--- src/hw/exec_pkg.sv ---
// Shared constants and types of the extended instruction executor.
package exec_pkg;

  // ****************************************************************
  // Widths and memory sizes
  // ****************************************************************
  localparam int unsigned DM_AW = 11;
  localparam int unsigned PM_AW = 14;
  localparam int unsigned PAGE_W = 6;
  localparam int unsigned STACK_DEPTH = 12;
  localparam logic [3:0] SP_LAST = 4'hB;
  localparam logic [3:0] SP_STEP = 4'h1;
  localparam logic [PAGE_W-1:0] LAST_PAGE = 6'h3F;
  localparam logic [DM_AW-1:0] PCL_DM_ADDR = 11'h006;
  localparam logic [PM_AW-1:0] PC_STEP = 14'h0001;
  localparam logic [PM_AW-1:0] PC_SKIP = 14'h0002;

  // ****************************************************************
  // Reset values and watchdog
  // ****************************************************************
  localparam logic [7:0] RST_BYTE = 8'h00;
  localparam logic [PM_AW-1:0] RST_PC = 14'h0000;
  localparam logic [15:0] RST_WDT = 16'h0000;
  localparam logic [15:0] WDT_STEP = 16'h0001;
  localparam logic [15:0] WDT_LIMIT = 16'hFFFF;

  // ****************************************************************
  // Status bits and update masks
  // ****************************************************************
  localparam int unsigned FLAG_C = 0;
  localparam int unsigned FLAG_AC = 1;
  localparam int unsigned FLAG_Z = 2;
  localparam int unsigned FLAG_OV = 3;
  localparam int unsigned FLAG_PDF = 4;
  localparam int unsigned FLAG_TO = 5;
  localparam int unsigned FLAG_SC = 6;
  localparam int unsigned FLAG_CZ = 7;
  localparam logic [7:0] UPD_ARITH = 8'h4F;
  localparam logic [7:0] UPD_CZ = 8'h80;
  localparam logic [7:0] UPD_Z = 8'h04;
  localparam logic [7:0] UPD_C = 8'h01;
  localparam logic [7:0] UPD_KEEP_C = 8'hFE;
  localparam logic [3:0] BCD_MAX = 4'h9;
  localparam logic [3:0] BCD_FIX = 4'h6;

  // ****************************************************************
  // Register port map
  // ****************************************************************
  localparam logic [2:0] REG_ACC = 3'h0;
  localparam logic [2:0] REG_STATUS = 3'h1;
  localparam logic [2:0] REG_TABLE_POINTER = 3'h2;
  localparam logic [2:0] REG_TABLE_HIGH_BYTE_REG = 3'h3;
  localparam logic [2:0] REG_TBHP = 3'h4;
  localparam logic [2:0] REG_PCL = 3'h5;
  localparam logic [2:0] REG_PCH = 3'h6;
  localparam logic [2:0] REG_SP = 3'h7;

  // ****************************************************************
  // Operation codes
  // ****************************************************************
  typedef enum logic [4:0] {
    OP_ADD = 5'h00, OP_ADC = 5'h01, OP_SUB = 5'h02, OP_SBC = 5'h03,
    OP_AND = 5'h04, OP_OR = 5'h05, OP_XOR = 5'h06, OP_CPL = 5'h07,
    OP_INC = 5'h08, OP_DEC = 5'h09, OP_RR = 5'h0A, OP_RRC = 5'h0B,
    OP_RL = 5'h0C, OP_RLC = 5'h0D, OP_MOV = 5'h0E, OP_CLRB = 5'h0F,
    OP_SETB = 5'h10, OP_SZ = 5'h11, OP_SNZ = 5'h12, OP_SZB = 5'h13,
    OP_SNZB = 5'h14, OP_SIZ = 5'h15, OP_SDZ = 5'h16, OP_TABRD = 5'h17,
    OP_CLR = 5'h18, OP_SET = 5'h19, OP_SWAP = 5'h1A, OP_DAA = 5'h1B,
    OP_CALL = 5'h1C, OP_CLRWDT = 5'h1D, OP_NOP = 5'h1E
  } op_e;

endpackage : exec_pkg

--- src/hw/exec_alu_if.sv ---
// Operand and result bundle between the executor and its ALU.
`timescale 1ns/10ps
interface exec_alu_if;
  import exec_pkg::*;
  op_e op;
  logic to_mem;
  logic [7:0] a;
  logic [7:0] m;
  logic [2:0] bit_idx;
  logic [7:0] flags_in;
  logic [7:0] res;
  logic [7:0] flags_out;
  logic [7:0] upd;
  logic wr;
  logic mem_dst;
  logic skip;
  modport core (output op, to_mem, a, m, bit_idx, flags_in,
                input res, flags_out, upd, wr, mem_dst, skip);
  modport alu (input op, to_mem, a, m, bit_idx, flags_in,
               output res, flags_out, upd, wr, mem_dst, skip);
endinterface : exec_alu_if

--- src/hw/exec_alu.sv ---
// Combinational result, flag and skip logic of the executor.
`timescale 1ns/10ps
module exec_alu (
  exec_alu_if.alu bus
);
  import exec_pkg::*;

  logic [7:0] b;
  logic [7:0] msk;
  logic [7:0] adj;
  logic cin;
  logic lo_adj;
  logic hi_adj;
  logic [8:0] sum;
  logic [4:0] nib;

  // ****************************************************************
  // Adder, shared by add, subtract and decimal adjust
  // ****************************************************************
  always_comb
  begin
    msk = 8'h01 << bus.bit_idx;
    lo_adj = (bus.a[3:0] > BCD_MAX) || bus.flags_in[FLAG_AC]; // [RULE_14]
    hi_adj = (bus.a[7:4] > BCD_MAX) || bus.flags_in[FLAG_C]; // [RULE_14]
    adj = {hi_adj ? BCD_FIX : 4'h0, lo_adj ? BCD_FIX : 4'h0}; // [RULE_15]
    b = bus.m;
    cin = 1'b0;
    if (bus.op == OP_SUB || bus.op == OP_SBC)
    begin
      b = ~bus.m;
    end
    if (bus.op == OP_DAA)
    begin
      b = adj;
    end
    if (bus.op == OP_SUB)
    begin
      cin = 1'b1;
    end
    if (bus.op == OP_ADC || bus.op == OP_SBC)
    begin
      cin = bus.flags_in[FLAG_C]; // [RULE_07]
    end
    sum = {1'b0, bus.a} + {1'b0, b} + {8'h00, cin};
    nib = {1'b0, bus.a[3:0]} + {1'b0, b[3:0]} + {4'h0, cin};
  end

  // ****************************************************************
  // Operation decode
  // ****************************************************************
  always_comb
  begin
    bus.res = bus.m;
    bus.flags_out = bus.flags_in;
    bus.upd = 8'h00;
    bus.wr = 1'b0;
    bus.mem_dst = bus.to_mem;
    bus.skip = 1'b0;
    unique case (bus.op)
      OP_ADD, OP_ADC, OP_SUB, OP_SBC:
      begin
        bus.res = sum[7:0]; // [RULE_07] [RULE_08] [RULE_19]
        bus.wr = 1'b1;
        bus.upd = UPD_ARITH; // [RULE_06]
        bus.flags_out[FLAG_C] = sum[8];
        bus.flags_out[FLAG_AC] = nib[4];
        bus.flags_out[FLAG_OV] = (bus.a[7] == b[7]) && (sum[7] != bus.a[7]);
        bus.flags_out[FLAG_SC] = bus.flags_out[FLAG_OV] ^ sum[7];
        if (bus.op == OP_SUB || bus.op == OP_SBC)
        begin
          bus.upd = UPD_ARITH | UPD_CZ; // [RULE_06]
          bus.flags_out[FLAG_CZ] = (sum[7:0] == 8'h00) &&
            (bus.op == OP_SUB || bus.flags_in[FLAG_CZ]);
        end
      end
      OP_AND, OP_OR, OP_XOR:
      begin
        bus.wr = 1'b1;
        bus.upd = UPD_Z; // [RULE_09]
        bus.res = (bus.op == OP_AND) ? (bus.a & bus.m) :
          (bus.op == OP_OR) ? (bus.a | bus.m) : (bus.a ^ bus.m);
      end
      OP_CPL:
      begin
        bus.res = ~bus.m; // [RULE_13]
        bus.wr = 1'b1;
        bus.upd = UPD_Z;
      end
      OP_INC, OP_DEC:
      begin
        bus.res = (bus.op == OP_INC) ? bus.m + 8'h01 : bus.m - 8'h01;
        bus.wr = 1'b1;
        bus.upd = UPD_Z;
      end
      OP_RR, OP_RL:
      begin
        bus.wr = 1'b1; // [RULE_16]
        bus.res = (bus.op == OP_RR) ? {bus.m[0], bus.m[7:1]} :
          {bus.m[6:0], bus.m[7]};
      end
      OP_RRC, OP_RLC:
      begin
        bus.wr = 1'b1;
        bus.upd = UPD_C; // [RULE_16]
        bus.res = (bus.op == OP_RRC) ?
          {bus.flags_in[FLAG_C], bus.m[7:1]} :
          {bus.m[6:0], bus.flags_in[FLAG_C]};
        bus.flags_out[FLAG_C] = (bus.op == OP_RRC) ? bus.m[0] : bus.m[7];
      end
      OP_MOV:
      begin
        bus.wr = 1'b1;
        bus.res = bus.to_mem ? bus.a : bus.m;
      end
      OP_CLRB, OP_SETB:
      begin
        bus.wr = 1'b1; // [RULE_17]
        bus.mem_dst = 1'b1;
        bus.res = (bus.op == OP_SETB) ? (bus.m | msk) : (bus.m & ~msk);
      end
      OP_SZ, OP_SNZ:
      begin
        bus.wr = !bus.to_mem;
        bus.skip = (bus.m == 8'h00) ^ (bus.op == OP_SNZ); // [RULE_03]
      end
      OP_SZB, OP_SNZB:
      begin
        bus.skip = ((bus.m & msk) == 8'h00) ^ (bus.op == OP_SNZB);
      end
      OP_SIZ, OP_SDZ:
      begin
        bus.wr = 1'b1;
        bus.res = (bus.op == OP_SIZ) ? bus.m + 8'h01 : bus.m - 8'h01;
        bus.skip = (bus.res == 8'h00);
      end
      OP_CLR, OP_SET:
      begin
        bus.wr = 1'b1; // [RULE_11]
        bus.mem_dst = 1'b1;
        bus.res = (bus.op == OP_SET) ? 8'hFF : 8'h00;
      end
      OP_SWAP:
      begin
        bus.wr = 1'b1;
        bus.res = {bus.m[3:0], bus.m[7:4]};
      end
      OP_DAA:
      begin
        bus.wr = 1'b1; // [RULE_15]
        bus.mem_dst = 1'b1;
        bus.res = sum[7:0];
        bus.upd = UPD_C;
        bus.flags_out[FLAG_C] = bus.flags_in[FLAG_C] | hi_adj | sum[8]; // [RULE_18]
      end
      default:
      begin
        bus.wr = 1'b0;
      end
    endcase
    if (bus.upd[FLAG_Z])
    begin
      bus.flags_out[FLAG_Z] = (bus.res == 8'h00);
    end
  end

endmodule : exec_alu

--- src/hw/ext_exec_core.sv ---
// Executor for the long-address instruction group of an 8-bit core.
//
// Decided for this implementation: the register offsets and the plain strobed port.
`timescale 1ns/10ps
// What this block does
// [RULE_01] Long instructions address any data sector directly.
// [RULE_02] Plain long instructions take two cycles.
// [RULE_03] Long skip: three cycles if skipped, else two.
// [RULE_04] Writing program counter low byte takes three.
// [RULE_05] Table read: three cycles, high byte register.
// [RULE_06] Add and subtract update their listed flags.
// [RULE_07] Add with carry sums accumulator, operand, carry.
// [RULE_08] Plain add sums accumulator with operand.
// [RULE_09] Bitwise and touches only the zero flag.
// [RULE_10] Call pushes next address, loads target, two cycles.
// [RULE_11] Clear writes zero; bit form one bit.
// [RULE_12] Watchdog clear zeroes counter and power-down; timeout too, unless wdt_q equals WDT_LIMIT in that cycle.
// [RULE_13] Complement inverts operand and updates zero flag.
// [RULE_14] Decimal adjust adds six per nibble condition.
// [RULE_15] Decimal adjust result to memory, only carry.
// [RULE_16] Rotates through carry update carry; others none.
// [RULE_17] Long bit set and clear: one bit.
// [RULE_18] Decimal adjust sets carry past one hundred.
// [RULE_19] Long forms compute like their short forms.
module ext_exec_core (
  input wire logic ref_clk_i,
  input wire logic arst_n_i,
  input wire logic instr_valid_i,
  input wire exec_pkg::op_e instr_op_i,
  input wire logic instr_to_mem_i,
  input wire logic [exec_pkg::DM_AW-1:0] instr_addr_i,
  input wire logic [2:0] instr_bit_i,
  input wire logic instr_use_imm_i,
  input wire logic [7:0] instr_imm_i,
  input wire logic instr_incr_i,
  input wire logic instr_last_i,
  input wire logic [exec_pkg::PM_AW-1:0] instr_target_i,
  output logic busy_o,
  output logic skip_o,
  output logic [exec_pkg::PM_AW-1:0] pc_o,
  output logic [exec_pkg::DM_AW-1:0] dm_addr_o,
  output logic dm_re_o,
  output logic dm_we_o,
  output logic [7:0] dm_wdata_o,
  input wire logic [7:0] dm_rdata_i,
  output logic [exec_pkg::PM_AW-1:0] pm_addr_o,
  output logic pm_re_o,
  input wire logic [15:0] pm_rdata_i,
  input wire logic [2:0] reg_addr_i,
  input wire logic [7:0] reg_wdata_i,
  input wire logic reg_wr_i,
  input wire logic reg_rd_i,
  output logic [7:0] reg_rdata_o
);
  import exec_pkg::*;

  typedef enum logic [1:0] {
    ST_IDLE = 2'b00,
    ST_FETCH = 2'b01,
    ST_EXEC = 2'b10,
    ST_EXTRA = 2'b11
  } state_e;

  state_e state_q, state_d;
  op_e op_q;
  logic to_mem_q, use_imm_q, busy_q, skip_q, dm_re_q, dm_we_q, pm_re_q;
  logic [DM_AW-1:0] addr_q, dm_addr_q;
  logic [2:0] bit_q;
  logic [7:0] imm_q, acc_q, status_q, table_pointer_q, table_high_byte_reg_q, dm_wdata_q;
  logic [7:0] reg_rdata_q, m_val, table_pointer_next;
  logic [PAGE_W-1:0] tbhp_q;
  logic [PM_AW-1:0] target_q, pc_q, pm_addr_q;
  logic [PM_AW-1:0] stack_q [STACK_DEPTH];
  logic [3:0] sp_q;
  logic [15:0] wdt_q;
  logic [1:0] cnt_q;
  logic accept, in_exec, pcl_hit, need_extra;

  exec_alu_if alu_bus ();

  exec_alu u_alu (
    .bus(alu_bus.alu)
  );

  // ****************************************************************
  // Operand routing
  // ****************************************************************
  assign accept = instr_valid_i && (state_q == ST_IDLE);
  assign in_exec = (state_q == ST_EXEC);
  assign table_pointer_next = instr_incr_i ? table_pointer_q + 8'h01 : table_pointer_q;
  assign m_val = use_imm_q ? imm_q :
    ((addr_q == PCL_DM_ADDR) ? pc_q[7:0] : dm_rdata_i); // [RULE_08]
  assign pcl_hit = alu_bus.wr && alu_bus.mem_dst &&
    (addr_q == PCL_DM_ADDR);
  assign need_extra = alu_bus.skip || pcl_hit || (op_q == OP_TABRD);
  assign alu_bus.op = op_q;
  assign alu_bus.to_mem = to_mem_q;
  assign alu_bus.a = acc_q;
  assign alu_bus.m = m_val;
  assign alu_bus.bit_idx = bit_q;
  assign alu_bus.flags_in = status_q;

  // ****************************************************************
  // Sequencer
  // ****************************************************************
  always_comb
  begin
    state_d = state_q;
    unique case (state_q)
      ST_IDLE:
      begin
        if (accept)
        begin
          state_d = ST_FETCH;
        end
      end
      ST_FETCH:
      begin
        state_d = ST_EXEC; // [RULE_02]
      end
      ST_EXEC:
      begin
        state_d = need_extra ? ST_EXTRA : ST_IDLE; // [RULE_03] [RULE_04]
      end
      ST_EXTRA:
      begin
        state_d = ST_IDLE;
      end
    endcase
  end

  always_ff @(posedge ref_clk_i or negedge arst_n_i)
  begin
    if (!arst_n_i)
    begin
      state_q <= ST_IDLE;
      busy_q <= 1'b0;
      cnt_q <= 2'b00;
    end
    else
    begin
      state_q <= state_d;
      busy_q <= (state_d != ST_IDLE);
      cnt_q <= accept ? 2'b00 : (busy_q ? cnt_q + 2'b01 : cnt_q);
    end
  end

  always_ff @(posedge ref_clk_i or negedge arst_n_i)
  begin
    if (!arst_n_i)
    begin
      op_q <= OP_NOP;
      to_mem_q <= 1'b0;
      addr_q <= '0;
      bit_q <= 3'h0;
      use_imm_q <= 1'b0;
      imm_q <= RST_BYTE;
      target_q <= RST_PC;
    end
    else if (accept)
    begin
      op_q <= instr_op_i;
      to_mem_q <= instr_to_mem_i;
      addr_q <= instr_addr_i;
      bit_q <= instr_bit_i;
      use_imm_q <= instr_use_imm_i;
      imm_q <= instr_imm_i;
      target_q <= instr_target_i;
    end
  end

  // ****************************************************************
  // Data and program memory ports
  // ****************************************************************
  always_ff @(posedge ref_clk_i or negedge arst_n_i)
  begin
    if (!arst_n_i)
    begin
      dm_addr_q <= '0;
      dm_re_q <= 1'b0;
      dm_we_q <= 1'b0;
      dm_wdata_q <= RST_BYTE;
    end
    else
    begin
      dm_re_q <= accept && !instr_use_imm_i;
      if (accept)
      begin
        dm_addr_q <= instr_addr_i; // [RULE_01]
      end
      dm_we_q <= 1'b0;
      if (in_exec && op_q == OP_TABRD)
      begin
        dm_we_q <= 1'b1; // [RULE_05]
        dm_wdata_q <= pm_rdata_i[7:0];
      end
      else if (in_exec && alu_bus.wr && alu_bus.mem_dst && !pcl_hit)
      begin
        dm_we_q <= 1'b1; // [RULE_13] [RULE_16]
        dm_wdata_q <= alu_bus.res;
      end
    end
  end

  always_ff @(posedge ref_clk_i or negedge arst_n_i)
  begin
    if (!arst_n_i)
    begin
      pm_re_q <= 1'b0;
      pm_addr_q <= RST_PC;
      table_pointer_q <= RST_BYTE;
      table_high_byte_reg_q <= RST_BYTE;
      tbhp_q <= '0;
    end
    else
    begin
      pm_re_q <= accept && (instr_op_i == OP_TABRD);
      if (reg_wr_i && reg_addr_i == REG_TABLE_POINTER)
      begin
        table_pointer_q <= reg_wdata_i;
      end
      if (reg_wr_i && reg_addr_i == REG_TBHP)
      begin
        tbhp_q <= reg_wdata_i[PAGE_W-1:0];
      end
      if (accept && instr_op_i == OP_TABRD)
      begin
        table_pointer_q <= table_pointer_next; // [RULE_05]
        pm_addr_q <= {instr_last_i ? LAST_PAGE : tbhp_q, table_pointer_next};
      end
      if (in_exec && op_q == OP_TABRD)
      begin
        table_high_byte_reg_q <= pm_rdata_i[15:8]; // [RULE_05]
      end
    end
  end

  // ****************************************************************
  // Accumulator, status and watchdog
  // ****************************************************************
  always_ff @(posedge ref_clk_i or negedge arst_n_i)
  begin
    if (!arst_n_i)
    begin
      acc_q <= RST_BYTE;
    end
    else if (in_exec && alu_bus.wr && !alu_bus.mem_dst)
    begin
      acc_q <= alu_bus.res; // [RULE_07] [RULE_13] [RULE_19]
    end
    else if (reg_wr_i && reg_addr_i == REG_ACC)
    begin
      acc_q <= reg_wdata_i;
    end
  end

  always_ff @(posedge ref_clk_i or negedge arst_n_i)
  begin
    if (!arst_n_i)
    begin
      status_q <= RST_BYTE;
    end
    else
    begin
      if (reg_wr_i && reg_addr_i == REG_STATUS)
      begin
        status_q <= reg_wdata_i;
      end
      if (in_exec)
      begin
        status_q <= (status_q & ~alu_bus.upd) |
          (alu_bus.flags_out & alu_bus.upd); // [RULE_06] [RULE_09]
      end
      if (in_exec && op_q == OP_CLRWDT)
      begin
        status_q[FLAG_TO] <= 1'b0; // [RULE_12]
        status_q[FLAG_PDF] <= 1'b0;
      end
      if (wdt_q == WDT_LIMIT)
      begin
        status_q[FLAG_TO] <= 1'b1;
      end
    end
  end

  always_ff @(posedge ref_clk_i or negedge arst_n_i)
  begin
    if (!arst_n_i)
    begin
      wdt_q <= RST_WDT;
    end
    else
    begin
      wdt_q <= (in_exec && op_q == OP_CLRWDT) ? RST_WDT : wdt_q + WDT_STEP; // [RULE_12]
    end
  end

  // ****************************************************************
  // Program counter and return stack
  // ****************************************************************
  always_ff @(posedge ref_clk_i or negedge arst_n_i)
  begin
    if (!arst_n_i)
    begin
      pc_q <= RST_PC;
      sp_q <= 4'h0;
      skip_q <= 1'b0;
      for (int i = 0; i < STACK_DEPTH; i++)
      begin
        stack_q[i] <= RST_PC;
      end
    end
    else if (accept)
    begin
      skip_q <= 1'b0;
    end
    else if (in_exec)
    begin
      skip_q <= alu_bus.skip && !pcl_hit;
      if (op_q == OP_CALL)
      begin
        stack_q[sp_q] <= pc_q + PC_STEP; // [RULE_10]
        sp_q <= (sp_q == SP_LAST) ? 4'h0 : sp_q + SP_STEP;
        pc_q <= target_q;
      end
      else if (pcl_hit)
      begin
        pc_q[7:0] <= alu_bus.res; // [RULE_04]
      end
      else
      begin
        pc_q <= pc_q + (alu_bus.skip ? PC_SKIP : PC_STEP); // [RULE_03]
      end
    end
  end

  // ****************************************************************
  // Register read port
  // ****************************************************************
  always_ff @(posedge ref_clk_i or negedge arst_n_i)
  begin
    if (!arst_n_i)
    begin
      reg_rdata_q <= RST_BYTE;
    end
    else if (!reg_rd_i)
    begin
      reg_rdata_q <= RST_BYTE;
    end
    else
    begin
      unique case (reg_addr_i)
        REG_ACC: reg_rdata_q <= acc_q;
        REG_STATUS: reg_rdata_q <= status_q;
        REG_TABLE_POINTER: reg_rdata_q <= table_pointer_q;
        REG_TABLE_HIGH_BYTE_REG: reg_rdata_q <= table_high_byte_reg_q;
        REG_TBHP: reg_rdata_q <= {2'b00, tbhp_q};
        REG_PCL: reg_rdata_q <= pc_q[7:0];
        REG_PCH: reg_rdata_q <= {2'b00, pc_q[PM_AW-1:8]};
        REG_SP: reg_rdata_q <= {4'h0, sp_q};
      endcase
    end
  end

  assign busy_o = busy_q;
  assign skip_o = skip_q;
  assign pc_o = pc_q;
  assign dm_addr_o = dm_addr_q;
  assign dm_re_o = dm_re_q;
  assign dm_we_o = dm_we_q;
  assign dm_wdata_o = dm_wdata_q;
  assign pm_addr_o = pm_addr_q;
  assign pm_re_o = pm_re_q;
  assign reg_rdata_o = reg_rdata_q;

  // ****************************************************************
  // Checks
  // ****************************************************************
  a_plain_two_cyc: assert property (@(posedge ref_clk_i) // [RULE_02]
    disable iff (!arst_n_i) (in_exec && !need_extra) |=> (!busy_q && cnt_q == 2'd2))
    else $error("plain instruction not two cycles");
  a_skip_three: assert property (@(posedge ref_clk_i) // [RULE_03]
    disable iff (!arst_n_i) (in_exec && alu_bus.skip && !pcl_hit)
    |=> busy_q ##1 (!busy_q && cnt_q == 2'd3 && pc_q == $past(pc_q, 2) + 14'd2))
    else $error("skip timing or target wrong");
  a_pcl_three: assert property (@(posedge ref_clk_i) // [RULE_04]
    disable iff (!arst_n_i) (in_exec && pcl_hit)
    |=> (pc_q[7:0] == $past(alu_bus.res)) ##1 (!busy_q && cnt_q == 2'd3))
    else $error("low byte write not three cycles");
  a_table_time: assert property (@(posedge ref_clk_i) // [RULE_05]
    disable iff (!arst_n_i) (accept && instr_op_i == OP_TABRD)
    |=> busy_q [*3] ##1 !busy_q)
    else $error("table read not three cycles");
  a_table_load: assert property (@(posedge ref_clk_i) // [RULE_05]
    disable iff (!arst_n_i) (in_exec && op_q == OP_TABRD)
    |=> (table_high_byte_reg_q == $past(pm_rdata_i[15:8]) && dm_we_o &&
    dm_wdata_o == $past(pm_rdata_i[7:0])))
    else $error("table bytes misplaced");
  a_call_push: assert property (@(posedge ref_clk_i) // [RULE_10]
    disable iff (!arst_n_i) (in_exec && op_q == OP_CALL)
    |=> (pc_q == $past(target_q) && status_q == $past(status_q) &&
    stack_q[$past(sp_q)] == $past(pc_q) + 14'd1 && cnt_q == 2'd2))
    else $error("call push or target wrong");
  a_wdt_clear: assert property (@(posedge ref_clk_i) // [RULE_12]
    disable iff (!arst_n_i) (in_exec && op_q == OP_CLRWDT && wdt_q != WDT_LIMIT)
    |=> (wdt_q == 16'd0 && !status_q[FLAG_TO] && !status_q[FLAG_PDF]))
    else $error("watchdog clear incomplete");
  a_bit_only: assert property (@(posedge ref_clk_i) // [RULE_17]
    disable iff (!arst_n_i) (in_exec && (op_q == OP_CLRB || op_q == OP_SETB))
    |=> (dm_we_o && status_q == $past(status_q) &&
    dm_wdata_o[$past(bit_q)] == ($past(op_q) == OP_SETB) &&
    ((dm_wdata_o ^ $past(m_val)) & ~(8'h01 << $past(bit_q))) == 8'h00))
    else $error("bit operation touched other bits");
  a_daa_carry: assert property (@(posedge ref_clk_i) // [RULE_15]
    disable iff (!arst_n_i) (in_exec && op_q == OP_DAA && wdt_q != WDT_LIMIT)
    |=> ((status_q & UPD_KEEP_C) == ($past(status_q) & UPD_KEEP_C) && dm_we_o))
    else $error("decimal adjust altered other flags");

endmodule : ext_exec_core

--- config.mk ---
export PLATFORM = sky130hd
export DESIGN_NAME = ext_exec_core
export DESIGN_NICKNAME = d
export VERILOG_FILES = /design/src/hw/exec_pkg.sv /design/src/hw/exec_alu_if.sv /design/src/hw/exec_alu.sv /design/src/hw/ext_exec_core.sv
export SDC_FILE = /design/constraint.sdc
export NUM_CORES = 1
export LEC_CHECK = 0
export ABC_AREA = 1
export BUFFER_PORTS_ARGS = -buffer_cell sky130_fd_sc_hd__buf_2
export CAP_MARGIN = 20
export CORE_MARGIN = 1.5
export CORE_UTILIZATION = 63
export CTS_CLUSTER_DIAMETER = 120
export DETAILED_ROUTE_END_ITERATION = 6
export GPL_ROUTABILITY_DRIVEN = 1
export HOLD_SLACK_MARGIN = 0.02
export PLACE_DENSITY = 0.86
export SYNTH_ARGS = -nofsm -noshare
export SYNTH_HDL_FRONTEND = slang
export SYNTH_SLANG_ARGS = --single-unit
--- constraint.sdc ---
create_clock -name ref_clk_i -period 6.1 [get_ports ref_clk_i]
set_input_delay 0 -clock ref_clk_i [delete_from_list [all_inputs] [get_ports ref_clk_i]]
set_output_delay 0 -clock ref_clk_i [all_outputs]
set_load 0.1 [all_outputs]
==> run metrics, run 1 <==
status finished, violations left; failing checks DRC; chip width 130 um; WS Path Type register to register; final worst slack 0.737 ns; CP Max Fanout 19; DRT Pass-1 Iters 7; Core Util, Final 0.785; Max VDD drop 0.000472 V; clk sink count 152; routed length per placed instance 21.6 um; Clock Latency Late Sink 0.44 ns; max_cap viols 0; Bufs on Longest Clock Path 2; Tot GR Track Use 0.476; CTS Buf Count 17; Leak Pwr 6.19 nW; CP Data Arrival Time 5.72 ns; Pwr Density 652 nW/um^2; cell area after synthesis 10,200 um^2; DIE HEIGHT 130 um; Max stage delay on crit path 0.45 ns; post-detail-place hpwl 26,100 um; CTS tree done; Final Skew 0.0153 ns; die area 17,000 um^2; Final Critical Period 5.36 ns; share of layout cells above drive strength 1 0.167; top cell type's share of synthesized area 0.362; GR Overflow Total 0; multiplexer share of the synthesized area 0.0121; slowest cell on the critical path nor2_2; Achievable Freq 186 MHz; initial antenna violation count 2; total chip power 0.00813 W; vias in the first global route 11,200; Tcrit/Tclk final 0.879; 1st-iter DRT viols 1,643; required time of the critical path 6.46 ns; Area contributors post-synth dfrtp_1 (36%), nand2_1 (12%), nand3_1 (6.9%), inv_1 (5.4%), o21ai_0 (5.3%); R2R Setup Slk 0.74 ns; Yosys top cell by area dfrtp_1; routed vias 12,000; Hold Fails Final Rpt 0; xor and xnor area share after synthesis 0.0129; Layout Nets 1,743; Least-Margin Pin Slew 1.05 ns; Hold Crit Class input pin to register; Top-Level Pins 145; Slew Limit Headroom 0.293; port bufs 144; commonest non-fill, non-tap cell in the layout nand2_1; global-route wire length before repair 60,800 um; Area Growth Syn to Fin 22.0%; EDFF count, synth 0; Synth Area in Compound Gates 0.166; nature of the critical path endpoint register; Via density 6.44; clock slew at reported path FFs 0.07 ns; ys flop type dfrtp_1; ys async rst share 1.00; Routed Wire Length 40,100 um; Ys Warns 0; worst slack at placement 0.997 ns; largest family of logic cells by synthesized area simple AND/OR/NAND/NOR gates; commonest cells after routing, fill and taps aside nand2_1 (337), inv_1 (148), dfrtp_1 (148), buf_2 (144), nand3_1 (141); final setup TNS 0 ns; pin count of the biggest net entering global routing 81; RD Place Congestion 1.01; library cells used by synthesis 54; Setup Buffers After CTS 0; Root Buffer clkbuf_16; antenna-violating nets left 0; syn avg cell area 7.22 um^2; Yosys reg bits 152; # rows 46; H-tree levels 4; Synth Net Count 1,534; Critical Path Source Type register; register area share after synthesis 0.373; Synth Area in Simple Gates 0.314; RSZ-0062 raised after global routing false; initial core utilization 0.644; max-slew violation count 0; Final setup viols 0; drt drc 5; Core Box Area 15,900 um^2; Synth Area in Adders 0.0426; Mapped Cells 1,416
## cell usage after synthesis (4+ instances only)
cell      instances
nand2_1         337
dfrtp_1         148
inv_1           148
nand3_1         141
nor2_1          122
o21ai_0         109
a21oi_1          71
nor3_1           33
ha_1             30
o211ai_1         27
o21ai_1          19
clkbuf_1         18
inv_2            15
nand2_2          15
o22ai_1          14
xor2_1           12
buf_2            11
mux2_2           11
nand4_1          11
nor2_2           11
a221oi_1         10
nand3_2           8
or2_2             8
a22oi_1           7
a31oi_1           5
o21a_1            5
o221ai_1          5
buf_6             4
dfstp_2           4
nand3b_1          4
nor3_2            4
## stage by stage
step / instance area (um^2) / hold WS (ns) / std cells
finish: 12500 / 0.138 / 1856
CTS: 12400 / 0.0361 / 1851
floorplan: 10200 / -0.296 / 1416
global placement: 11100 / 0.0482 / 1748
global route: 12500 / 0.145 / 1855
detailed placement: 11100 / 0.0522 / 1748
## layout make-up
type	count	area, um^2
sequential	152	3810
timing repair buffer	226	1540
clock inverter	13	180
clock buffer	19	443
fill	1078	3410
antenna	2	5.00
inverter	166	623
multi-input combinational	1062	5600
tap	216	270
## critical path: cells and delay by family, from the launching register on
kind	cells	cell delay [ns]
buffers and inverters	5	0.36
flip-flops	1	0.43
adder cells (fa/ha/maj)	3	0.86
AO/OA/AOI/OAI	3	0.25
AND/OR/NAND/NOR	21	3.36
## repair_timing
item                                   CTS  global route
resized for setup                        0             0
endpoints found under the hold margin  175             0
hold buffers                            71             0
## layer usage
layer,vias to the layer above,global-route usage,part of all wire
li1,5177,-,-
met1,5462,0.620,0.37
met2,1071,0.715,0.44
met3,249,0.128,0.13
met4,0,0.283,0.064
met5,-,0,0
## flip-flops by register name (all words and copies together) (netlist names), 4 cells and up, named ones only
register and cells:
wdt_q 16, pc_o 14, pm_addr_o 14, target_q 14
dm_addr_o 11, acc_q 8, dm_wdata_o 8, imm_q 8
reg_rdata_o 8, table_high_byte_reg_q 8, table_pointer_q 8, tbhp_q 6
alu_bus.op 5, sp_q 4
## report_power, final
group / internal (W) / switching (W) / total, W
Combinational: 0.00125 / 0.00390 / 0.00516
Clock: 0.000668 / 0.000479 / 0.00115
Sequential: 0.00140 / 0.000429 / 0.00183
## final timing paths
check                                    from        endpoint  cells past startpoint
worst max-delay path             dm_addr_o[8]        pc_o[12]                     32
worst min-delay path            reg_addr_i[0]  reg_rdata_o[5]                      4
worst max register to register   dm_addr_o[8]        pc_o[12]                     32
worst min register to register   pm_addr_o[1]    pm_addr_o[1]                      2
max in group asynchronous            arst_n_i  reg_rdata_o[3]                      4
min in group asynchronous            arst_n_i        wdt_q[4]                      2
## cell families (layout without fill, tap and decap cells)
group,Yosys count,in the layout
multiplexers,11,11
flip-flops,152,152
buffers and inverters,202,424
XOR/XNOR,15,15
AND/OR/NAND/NOR,713,713
adder cells (fa/ha/maj),33,33
other,0,2
AO/OA/AOI/OAI,290,290
Note: power is estimated with default switching activity, not from simulation.
==> run 2, diff against run 1 <==
--- a/config.mk
+++ b/config.mk
@@ -10,6 +10,7 @@
 export CAP_MARGIN = 20
 export CORE_MARGIN = 1.5
 export CORE_UTILIZATION = 63
+export CTS_BUF_LIST = sky130_fd_sc_hd__clkbuf_16
 export CTS_CLUSTER_DIAMETER = 120
 export DETAILED_ROUTE_END_ITERATION = 6
 export GPL_ROUTABILITY_DRIVEN = 1
==> run metrics, run 2 (synthesis gave the netlist of run 1 again) <==
CP Data Arrival Time 5.63 ns (was 5.72 ns); max_cap viols 0 (unchanged); Least-Margin Pin Slew 1.08 ns (was 1.05 ns); clk sink count 152 (unchanged); # rows 46 (unchanged); RD Place Congestion 1.01 (unchanged); share of layout cells above drive strength 1 0.167 (about the same); DRT Pass-1 Iters 7 (unchanged); slowest cell on the critical path nor2_2 (unchanged); port bufs 144 (unchanged); final setup TNS 0 ns (unchanged); dpl cell area 11,100 um^2 (unchanged); CTS tree done (unchanged); Logic pwr share 0.634 (about the same); fillcell total 1,088 (was 1,078); initial core utilization 0.644 (unchanged); met3 wire length 5130 um (was 5190 um); GR Overflow Total 0 (unchanged); Area Growth Syn to Fin 21.9% (was 22.0%); CP Max Fanout 19 (unchanged); Internal 0.00331 W (was 0.00332 W); global-route wire length before repair 60,100 um (was 60,800 um); Clock Latency Late Sink 0.45 ns (was 0.44 ns); Pwr Density 652 nW/um^2 (about the same); routed length per placed instance 21.6 um (about the same); register bank with the most flops wdt_q (unchanged); die area 17,000 um^2 (unchanged); DIE HEIGHT 130 um (unchanged); Via density 6.45 (was 6.44); initial antenna violation count 2 (unchanged); Core Box Area 15,900 um^2 (unchanged); H-tree levels 4 (unchanged); pin count of the biggest net entering global routing 81 (unchanged); chip width 130 um (unchanged); Final Skew 0.0170 ns (was 0.0153 ns); Critical Path Source Type register (unchanged); status finished, violations left (unchanged); Leak Pwr 6.19 nW (about the same); commonest non-fill, non-tap cell in the layout nand2_1 (unchanged); Max VDD drop 0.000505 V (was 0.000472 V); max-slew violation count 0 (unchanged); CTS resizes 0 (unchanged); drt drc 13 (was 5); Bufs on Longest Clock Path 2 (unchanged); 1st-iter DRT viols 1,690 (was 1,643); routed vias 12,000 (about the same); failing checks DRC (unchanged); WS Path Type register to register (unchanged); DR WL met2 17,600 um (was 17,700 um); max reg flops 16 (unchanged); Final setup viols 0 (unchanged); post-detail-place hpwl 26,100 um (unchanged); Top-Level Pins 145 (unchanged); required time of the critical path 6.46 ns (about the same); Root Buffer clkbuf_16 (unchanged); Routed Wire Length 40,000 um (was 40,100 um); commonest cells after routing, fill and taps aside nand2_1 (337), inv_1 (149), dfrtp_1 (148), buf_2 (144), nand3_1 (141) (was nand2_1 (337), inv_1 (148), dfrtp_1 (148), buf_2 (144), nand3_1 (141)); vias in the first global route 11,100 (was 11,200); Final Critical Period 5.27 ns (was 5.36 ns); RSZ-0062 raised after global routing false (unchanged); uppermost layer routed met4 (unchanged); Hold Crit Class input pin to register (unchanged); Hold Fails Final Rpt 0 (unchanged); Max stage delay on crit path 0.46 ns (was 0.45 ns); P_sw 0.00481 W (about the same); Tot GR Track Use 0.472 (was 0.476); Layout Nets 1,743 (unchanged); Slew Limit Headroom 0.274 (was 0.293); Achievable Freq 190 MHz (was 186 MHz); Tcrit/Tclk final 0.863 (was 0.879); Reg power frac 0.225 (about the same); nature of the critical path endpoint register (unchanged); Sw Share 0.593 (was 0.592); clock slew at reported path FFs 0.07 ns (about the same); routed length on met1 14,700 um (was 14,600 um); antenna-violating nets left 0 (unchanged); final instance area 12,500 um^2 (about the same); CTS Buf Count 17 (unchanged); clock power share 0.141 (about the same)
[run 2: changes by cell type in the layout (fill, tap and decap cells not counted), sizes merged]
cell	change
inv	+1
clkbuf	-2
clkinv	+1
diode	-1
[run 2: stage by stage]
step	hold WS (ns)	total power [W]	instances	util	setup WS, ns
floorplan	-0.296	0.00530	1416	-	1.29
global route	0.135	0.00844	1855	0.784	0.208
finish	0.119	0.00812	1855	0.784	0.834
global placement	0.0482	0.00650	1748	0.698	1.25
CTS	0.0361	0.00779	1851	0.782	0.988
detailed placement	0.0522	0.00660	1748	0.698	0.997
[run 2: power by group through the flow]
stage	sequential (W)	clock (W)	combinational [W]
6_report	0.00183	0.00114	0.00515
3_5_place_dp	0.00178	0	0.00482
4_1_cts	0.00177	0.00112	0.00489
2_1_floorplan	0.00267	0	0.00262
5_1_grt	0.00185	0.00117	0.00543
3_3_place_gp	0.00176	0	0.00474
[run 2: final cells by class]
class / instances / area, um^2 / share of cell area
well taps: 216 / 270 / 0.0217
multi-input cells: 1062 / 5600 / 0.450
clock buffers: 17 / 425 / 0.0341
inverters: 166 / 623 / 0.0500
repair buffers: 226 / 1540 / 0.123
clock inverters: 15 / 188 / 0.0151
flip-flops and latches: 152 / 3810 / 0.306
diodes: 1 / 2.50 / 0.000201
[run 2: worst paths after layout]
path | from | end | slack, ns | cells after the start
worst max register to register | dm_addr_o[10] | pc_o[12] | 0.83 | 32
min in group asynchronous | arst_n_i | wdt_q[4] | 0.18 | 2
worst min register to register | pm_addr_o[1] | pm_addr_o[1] | 0.46 | 2
worst min-delay path | instr_valid_i | alu_bus.op[4] | 0.12 | 5
max in group asynchronous | arst_n_i | acc_q[3] | 4.88 | 4
worst max-delay path | dm_addr_o[10] | pc_o[12] | 0.83 | 32
[run 2: what timing repair did]
| action | CTS | global route |
|---|---|---|
| setup buffers | 0 | 0 |
| hold buffers | 71 | 0 |
| setup endpoints to repair | 0 | 0 |
| hold endpoints to repair | 175 | 0 |
[run 2: layer usage]
| metal | vias to the layer above | global-route usage |
|---|---|---|
| met5 | - | 0 |
| met4 | 0 | 0.285 |
| met3 | 254 | 0.127 |
| met2 | 1021 | 0.709 |
| met1 | 5531 | 0.612 |
| li1 | 5168 | - |
[run 2: critical path: cells and delay by family (launching register included)]
family / cells / cell delay (ns)
buf+inv: 6 / 0.46
fa+ha+maj: 3 / 0.84
compound gates: 3 / 0.25
flops: 1 / 0.39
simple gates: 20 / 3.24
